--- src/logic/hbfs_pkg.sv ---
/*
  Constants, timing and state types for the H-bridge fault and sleep controller.
  Assumes a single 100 MHz system clock.
*/
package hbfs_pkg;
  localparam int unsigned CLK_MHZ = 100;
  // Times in their own units
  localparam int unsigned OC_FILTER_NS      = 2300;
  localparam int unsigned OC_RETRY_US       = 1400;
  localparam int unsigned SLEEP_ENTRY_US    = 1;
  localparam int unsigned WAKE_US           = 1;
  // Derived cycle counts
  localparam int unsigned OC_FILTER_CYC     = (OC_FILTER_NS * CLK_MHZ + 999) / 1000;
  localparam int unsigned OC_RETRY_CYC      = OC_RETRY_US * CLK_MHZ;
  localparam int unsigned SLEEP_ENTRY_CYC   = SLEEP_ENTRY_US * CLK_MHZ;
  localparam int unsigned WAKE_CYC          = WAKE_US * CLK_MHZ;
  localparam int unsigned CNT_W             = 18;
  localparam int unsigned NUM_BRIDGES       = 2;
  localparam logic [CNT_W-1:0] CNT_ZERO     = 18'h00000;
  localparam logic [CNT_W-1:0] CNT_ONE      = 18'h00001;

  typedef enum logic [1:0] {
    HBFS_BR_RUN   = 2'b00,
    HBFS_BR_RETRY = 2'b01
  } hbfs_bridge_state_t;

  typedef enum logic [1:0] {
    HBFS_MD_ACTIVE   = 2'b00,
    HBFS_MD_ENTERING = 2'b01,
    HBFS_MD_SLEEP    = 2'b10,
    HBFS_MD_WAKING   = 2'b11
  } hbfs_mode_t;
endpackage

--- src/logic/hbfs_ctrl.sv ---
/*
  Protection and sleep control for a dual H-bridge: overcurrent filter and retry per bridge,
  thermal shutdown, undervoltage lockout, fault indicator and sleep timing.
  Assumes all inputs synchronous to sys_clk; comparator flags come from analog circuitry.
*/
`timescale 1ns/1ps
`default_nettype none

module hbfs_ctrl #(
  parameter int unsigned OC_RETRY_CYCLES = hbfs_pkg::OC_RETRY_CYC
) (
  input  wire  logic       sys_clk,
  input  wire  logic       rst,
  input  wire  logic       sleep_request_low,
  input  wire  logic       supply_low,
  input  wire  logic       over_temp,
  input  wire  logic [1:0] oc_high_side,
  input  wire  logic [1:0] oc_low_side,
  output logic       [1:0] bridge_enable,
  output logic             fault_indicator_low,
  output logic             fault_indicator_oe,
  output logic             in_sleep,
  output logic             logic_enable
);

  typedef struct packed {
    hbfs_pkg::hbfs_bridge_state_t [1:0]      br;
    logic [1:0][hbfs_pkg::CNT_W-1:0]         filt;
    logic [1:0][hbfs_pkg::CNT_W-1:0]         retry;
    hbfs_pkg::hbfs_mode_t                    mode;
    logic [hbfs_pkg::CNT_W-1:0]              mcnt;
    logic                                    sleep_req_d;
    logic [1:0]                              en;
    logic                                    fault;
  } hbfs_state_t;

  localparam logic [hbfs_pkg::CNT_W-1:0] RETRY_LAST = hbfs_pkg::CNT_W'(OC_RETRY_CYCLES - 1);
  localparam logic [hbfs_pkg::CNT_W-1:0] FILT_LAST  = hbfs_pkg::CNT_W'(hbfs_pkg::OC_FILTER_CYC);
  localparam logic [hbfs_pkg::CNT_W-1:0] SLP_LAST   = hbfs_pkg::CNT_W'(hbfs_pkg::SLEEP_ENTRY_CYC - 1);
  localparam logic [hbfs_pkg::CNT_W-1:0] WAKE_LAST  = hbfs_pkg::CNT_W'(hbfs_pkg::WAKE_CYC - 1);

  hbfs_state_t st_ff;
  hbfs_state_t nxt_st;

  function automatic logic [hbfs_pkg::CNT_W-1:0] inc_sat(input logic [hbfs_pkg::CNT_W-1:0] v);
    inc_sat = (v == {hbfs_pkg::CNT_W{1'b1}}) ? v : v + hbfs_pkg::CNT_ONE;
  endfunction

  function automatic hbfs_state_t clear_state();
    hbfs_state_t s;
    s = '0;
    // Seen as high after reset so a pin already held low still enters sleep
    s.sleep_req_d = 1'b1;
    s.br   = {hbfs_pkg::HBFS_BR_RUN, hbfs_pkg::HBFS_BR_RUN};
    s.mode = hbfs_pkg::HBFS_MD_ACTIVE;
    clear_state = s;
  endfunction

  logic running;
  logic [1:0] oc_any;

  always_comb begin
    nxt_st      = st_ff;
    nxt_st.sleep_req_d = sleep_request_low;
    oc_any      = oc_high_side | oc_low_side;
    running     = (st_ff.mode == hbfs_pkg::HBFS_MD_ACTIVE) || (st_ff.mode == hbfs_pkg::HBFS_MD_ENTERING);

    // Mode sequencing
    case (st_ff.mode)
      hbfs_pkg::HBFS_MD_ACTIVE: begin
        if (!sleep_request_low && st_ff.sleep_req_d) begin
          nxt_st.mode = hbfs_pkg::HBFS_MD_ENTERING;
          nxt_st.mcnt = hbfs_pkg::CNT_ZERO;
        end
      end
      hbfs_pkg::HBFS_MD_ENTERING: begin
        if (sleep_request_low) begin
          nxt_st.mode = hbfs_pkg::HBFS_MD_ACTIVE;
        end else if (st_ff.mcnt == SLP_LAST) begin
          nxt_st.mode = hbfs_pkg::HBFS_MD_SLEEP;
        end else begin
          nxt_st.mcnt = inc_sat(st_ff.mcnt);
        end
      end
      hbfs_pkg::HBFS_MD_SLEEP: begin
        if (sleep_request_low) begin
          nxt_st.mode = hbfs_pkg::HBFS_MD_WAKING;
          nxt_st.mcnt = hbfs_pkg::CNT_ZERO;
        end
      end
      hbfs_pkg::HBFS_MD_WAKING: begin
        if (!sleep_request_low) begin
          nxt_st.mode = hbfs_pkg::HBFS_MD_SLEEP;
        end else if (st_ff.mcnt == WAKE_LAST) begin
          nxt_st.mode = hbfs_pkg::HBFS_MD_ACTIVE;
        end else begin
          nxt_st.mcnt = inc_sat(st_ff.mcnt);
        end
      end
      default: begin
        nxt_st.mode = hbfs_pkg::HBFS_MD_ACTIVE;
      end
    endcase

    // Per-bridge overcurrent; each bridge only looks at its own flags
    for (int b = 0; b < hbfs_pkg::NUM_BRIDGES; b++) begin
      case (st_ff.br[b])
        hbfs_pkg::HBFS_BR_RUN: begin
          nxt_st.retry[b] = hbfs_pkg::CNT_ZERO;
          if (oc_any[b] && running) begin
            nxt_st.filt[b] = inc_sat(st_ff.filt[b]);
            if (st_ff.filt[b] >= FILT_LAST) begin
              nxt_st.br[b]   = hbfs_pkg::HBFS_BR_RETRY;
              nxt_st.filt[b] = hbfs_pkg::CNT_ZERO;
            end
          end else begin
            nxt_st.filt[b] = hbfs_pkg::CNT_ZERO;
          end
        end
        hbfs_pkg::HBFS_BR_RETRY: begin
          if (st_ff.retry[b] == RETRY_LAST) begin
            nxt_st.br[b]    = hbfs_pkg::HBFS_BR_RUN;
            nxt_st.retry[b] = hbfs_pkg::CNT_ZERO;
          end else begin
            nxt_st.retry[b] = inc_sat(st_ff.retry[b]);
          end
        end
        default: begin
          nxt_st.br[b] = hbfs_pkg::HBFS_BR_RUN;
        end
      endcase
    end

    // Bridge drive: thermal and sleep disable everything, overcurrent only its own bridge
    for (int b = 0; b < hbfs_pkg::NUM_BRIDGES; b++) begin
      nxt_st.en[b] = (nxt_st.br[b] == hbfs_pkg::HBFS_BR_RUN) && !over_temp
                     && (nxt_st.mode == hbfs_pkg::HBFS_MD_ACTIVE);
    end
    // Fault held while either bridge is in retry or over_temp is high; sleep and undervoltage clear it
    nxt_st.fault = (nxt_st.br[0] == hbfs_pkg::HBFS_BR_RETRY) || (nxt_st.br[1] == hbfs_pkg::HBFS_BR_RETRY)
                   || over_temp;

    // Sleep stops the logic: hold everything cleared and ignore other inputs except sleep_request_low and supply_low
    if (nxt_st.mode == hbfs_pkg::HBFS_MD_SLEEP) begin
      nxt_st             = clear_state();
      nxt_st.mode        = hbfs_pkg::HBFS_MD_SLEEP;
      nxt_st.sleep_req_d = sleep_request_low;
    end
    // Undervoltage wipes all state and suppresses the fault report
    if (supply_low) begin
      nxt_st = clear_state();
    end
  end

  always_ff @(posedge sys_clk or posedge rst) begin
    if (rst) begin
      st_ff <= clear_state();
    end else begin
      st_ff <= nxt_st;
    end
  end

  // Open-drain fault: drive low when asserted, otherwise released
  assign bridge_enable       = st_ff.en;
  assign fault_indicator_low = 1'b0;
  assign fault_indicator_oe  = st_ff.fault;
  assign in_sleep            = (st_ff.mode == hbfs_pkg::HBFS_MD_SLEEP);
  assign logic_enable        = (st_ff.mode != hbfs_pkg::HBFS_MD_SLEEP) && !supply_low;

endmodule

`default_nettype wire

--- config.mk ---
export PLATFORM = sky130hd
export DESIGN_NAME = hbfs_ctrl
export DESIGN_NICKNAME = d
export VERILOG_FILES = /design/src/logic/hbfs_pkg.sv /design/src/logic/hbfs_ctrl.sv
export SDC_FILE = /design/constraint.sdc
export NUM_CORES = 1
export LEC_CHECK = 0
export BUFFER_PORTS_ARGS = -buffer_cell sky130_fd_sc_hd__buf_2
export CORE_MARGIN = 8
export CORE_UTILIZATION = 25
export CTS_BUF_LIST = sky130_fd_sc_hd__clkbuf_8
export DETAILED_ROUTE_END_ITERATION = 12
export PLACE_DENSITY = 0.47
export RECOVER_POWER = 25
export SETUP_SLACK_MARGIN = 0.5
export SLEW_MARGIN = 10
export SYNTH_ARGS = -nofsm -noshare
export SYNTH_HDL_FRONTEND = slang
export SYNTH_SLANG_ARGS = --single-unit
--- constraint.sdc ---
create_clock -name sys_clk -period 5.64 [get_ports sys_clk]
set_input_delay 1.128 -clock sys_clk [delete_from_list [all_inputs] [get_ports sys_clk]]
set_output_delay 1.128 -clock sys_clk [all_outputs]
set_load 0.01 [all_outputs]
After elaboration in Yosys (flattened, before gate mapping). Index checks and enable logic that the tools add are counted.

Bits in registers: 100. Latch bits: 0. Bits in writable memories: 0. Memory bits (read-only): 0. Input port bits: 9. Memories: 0.

Add/sub/neg operators: 5. Multiply operators: 0. Divide/modulo/power cells: 0. Order comparisons: 2. Eq/ne operators: 25. Shifts and indexed selects: 0. Muxes and demuxes: 35. Bitwise operators: 1. Reduce and logical (&&, ||, !) cells: 29.

Operators with widths (count): $mux 18 (16); $mux 100 (2); $eq 18x18->1 const B (7); $add 18x1->18 const B (5); $pmux 20 s4 (1); $pmux 18 s2 (2); $mux 20 (2); $ge 18x8->1 const B (2); $mux 2 (10); $eq 18x7->1 const B (1); $logic_not 2->1 (6); $eq 2x1->1 const B (5); $ne 5x3->1 const B (2); $ne 5x5->1 const B (2); $logic_and 1x1->1 (8); $ne 4x3->1 const B (2); $pmux 2 s2 (2); $reduce_and 2->1 (4); $reduce_bool 4->1 (2); $eq 2x2->1 const B (3); $reduce_bool 3->1 (2); $ne 4x2->1 const B (1); $ne 4x4->1 const B (1); $reduce_and 4->1 (1); 4 further kinds (8).

Longest topological paths before layout.
Word-level depth: 10. Mapped depth: 9. Gate-level depth less buffers: 8.

Worst setup path after synthesis. No wires, ideal clock.

Kind: input to output. Start: input supply_low. End: output logic_enable. Arrival: 1475 ps. Path slack: 3037 ps. Stages: 2. Buffers on the path: 1. Path through: clkbuf_1 nor2_1.

Word-level cells in the longest chain between the ends: 2.

RTL lines: start, declared (line hbfs_ctrl.sv:15) `input wire logic supply_low,`; $logic_not 1->1 (line hbfs_ctrl.sv:168) `assign logic_enable = (st_ff.mode != hbfs_pkg::HBFS_MD_SLEEP) && !supply_low;`; $logic_and 1x1->1 (line hbfs_ctrl.sv:168); end, declared (line hbfs_ctrl.sv:23) `output logic logic_enable`.

Every way passes these cells.

==> results by group <==
Status
  – Outcome: finished, violations left
  – Violated checks: capacitance limit, slew limit

Clocking
  – Clock Sinks: 100
  – Clock Pin Slew Worst Setup and Hold Paths: 0.10 ns
  – CTS resizes: 0
  – H-tree depth: 3
  – Post-CTS setup repair buffer count: 0
  – CTS max path bufs: 2
  – Worst-Skew Late Latency: 0.38 ns
  – CTS Hold Buffers Added: 0
  – TritonCTS Buffers: 9
  – CTS tree: yes
  – Root Buffer: clkbuf_8

Placement
  – Place WS: 2.35 ns
  – Port buffer count: 13
  – Placed cell count: 893
  – Final HPWL DP: 9050 um
  – GPL Wtd Cong: 0.756

Critical path
  – Crit Path Class: in2async
  – Crit Path Max Fanout: 61
  – Buf/Inv on CP: 3
  – Crit path max-delay family: buffers and inverters
  – WP data required: 6.13 ns
  – Crit-path max cell delay: 1.58 ns
  – Critical path, cell by cell: buf_2, clkinvlp_2, buf_4
  – CP Capture Type: asynchronous set/reset pin
  – Type of origin of the critical path: input port
  – Critical-path top delay cell: clkinvlp_2
  – RR Endpoint: st_ff[84]
  – CP arrival: 3.53 ns
  – Setup slack, reg-to-reg: 2.91 ns
  – Reg-to-Reg Start: st_ff[4]
  – Cells on worst reg2reg path: 7

Pwr
  – Pwr dens: 213 mW/mm2
  – Worst ir drop on vdd: 0.0942 mV
  – Lkg Pwr: 2.56 nW
  – Total power: 1.31 mW

Logic synthesis
  – Synth area leader: dfrtp_1
  – Gate Count Post-Synth: 619
  – Top cell type's share of synthesized area: 43.9%
  – Warning count from the yosys run: 0
  – FFs w/ async S/R, synth: 100%
  – Synth Flop Type: dfrtp_1
  – Number of synthesized register bits: 100
  – Netlist Area Pre-Place: 0.00564 mm2
  – Synth area leaders: dfrtp_1, a21oi_1, o21ai_0
  – EDFF count, synth: 0
  – Post-synthesis sequential area ratio: 44.4%
  – Avg Cell Area, Syn: 9.12 um2
  – Netlist cell types: 79

Final layout
  – Synth-to-layout area growth: 8.82%
  – Commonest non-fill, non-tap cells in the layout: dfrtp_1, a21oi_1, o21ai_0
  – Storage element area: 0.00250 mm2
  – Commonest non-fill, non-tap cell in the layout: dfrtp_1
  – Finished Layout Cells: 909
  – Fillers: 2,394
  – Area of the multi-input gates: 0.00289 mm2
  – Final #Nets: 635
  – Number of antenna diodes: 0
  – Layout cells sized above 1: 11.5%

Global route
  – Initial antenna violation count: 0
  – First-pass GRT wire length: 22,900 um
  – Grt total ovfl: 0
  – Largest net degree at the start of global routing: 62
  – Vias in the first global route: 4,481
  – All-layer global routing usage: 9.84%

Routing
  – Routed len/inst: 14.6 um
  – Vias: 4,607
  – Post-DR vias/cell: 5.07
  – Post-route ant nets: 0
  – DR iter-0 viols: 294
  – DRC Markers: 0
  – Drt first pass iters: 5
  – Routed WL: 13,200 um

Die
  – Top Ports: 15
  – Core Rows: 55
  – DIE WIDTH: 166 um
  – Core Area: 0.0224 mm2
  – Die Ht: 166 um
  – Initial Utilization: 25.2%
  – DIE AREA: 0.0276 mm2

Timing
  – Clock Skew: 0.0120 ns
  – Final Setup Violations: 0
  – Maximum clock frequency: 329 MHz
  – Period minus WS final: 3.04 ns
  – Final worst slack: 2.60 ns
  – Hold Fails Final Rpt: 0
  – Setup TNS: 0 ns
  – RSZ-0062 raised after global routing: false
  – WHS: 0.497 ns
  – Slew Limit Fails: 62
  – Max transition margin: -88.9%
  – Worst slew pin tran: 2.82 ns
  – Final Cycle Share: 53.9%

Hold path
  – Worst Hold Depth: 1
  – Hold path start: st_ff[83]
  – Hold endpoint: st_ff[83]
  – Hold crit path type: reg2reg

Job
  – Max Cap Viol: 1
cells by family after synthesis:
family,count (synthesis),share of synthesized area (%)
simple gates,267,26.8
buf+inv,50,4.55
compound gates,181,20.5
other cells,1,0.0665
fa+ha+maj,7,1.55
mux,7,1.26
xor+xnor,6,0.931
flops,100,44.4
cell usage after synthesis, types with 5 or more instances:
| cell | number |
|---|---|
| a21oi_1 | 50 |
| a31oi_1 | 22 |
| a41oi_1 | 9 |
| and2_1 | 9 |
| and3_1 | 31 |
| buf_2 | 6 |
| buf_4 | 5 |
| clkbuf_1 | 12 |
| dfrtp_1 | 99 |
| ha_1 | 7 |
| inv_1 | 20 |
| mux2i_1 | 6 |
| nand2_1 | 45 |
| nand2b_1 | 6 |
| nand3_1 | 33 |
| nand4_1 | 19 |
| nor2_1 | 48 |
| nor2b_1 | 5 |
| nor3_1 | 11 |
| nor3b_1 | 5 |
| nor4_1 | 9 |
| o21a_1 | 6 |
| o21ai_0 | 49 |
| o31ai_1 | 5 |
| or2_2 | 9 |
| or3_1 | 6 |
how the worst max path moves through the flow:
| stage | from | endpoint | slack [ns] | cells past startpoint |
|---|---|---|---|---|
| finish | rst | st_ff[3] | 2.60 | 3 |
| global placement | sleep_request_low | st_ff[84] | 2.46 | 7 |
| CTS | sleep_request_low | st_ff[84] | 2.80 | 7 |
| global route | rst | st_ff[93] | 2.09 | 3 |
| detailed placement | sleep_request_low | st_ff[84] | 2.35 | 7 |
| floorplan | rst | bridge_enable[0] | 1.89 | 1 |
per-stage QoR:
step                instance area [um2]  util [%]
floorplan                          5650         -
global placement                   5920      26.4
detailed placement                 5920      26.4
CTS                                6140      27.4
global route                       6140      27.4
finish                             6140      27.4
flip-flops by register name (all words and copies together) (netlist names):
register / cells
st_ff: 97
bridge_enable: 2
fault_indicator_oe: 1
cell type report:
class / count / share of cell area (%)
Tap cell: 285 / 5.81
Sequential cell: 100 / 40.8
Multi-Input combinational cell: 471 / 47.1
Inverter: 20 / 1.24
Clock inverter: 4 / 0.896
Timing Repair Buffer: 17 / 1.53
Clock buffer: 12 / 2.69
worst register-to-register path: stages (launching register included):
cell	delay [ns]
dfrtp_1	0.41
ha_1	0.27
nor2b_1	0.16
nand4_2	0.23
o21a_1	0.68
nand3_1	0.39
or3_1	0.43
o21ai_0	0.08
report_power, final:
| group | internal (mW) | switching (mW) |
|---|---|---|
| Combinational | 0.0184 | 0.0518 |
| Sequential | 0.723 | 0.00659 |
| Clock | 0.244 | 0.265 |
| Total | 0.985 | 0.324 |
per-layer routing:
layer	track usage (%)	wire length (um)	up-vias
li1	-	-	2303
met1	13.5	6840	2245
met2	15.2	5900	51
met3	2.31	361	8
met4	2.82	140	0
met5	0	0	-
Power figures use the tool's default switching activity.
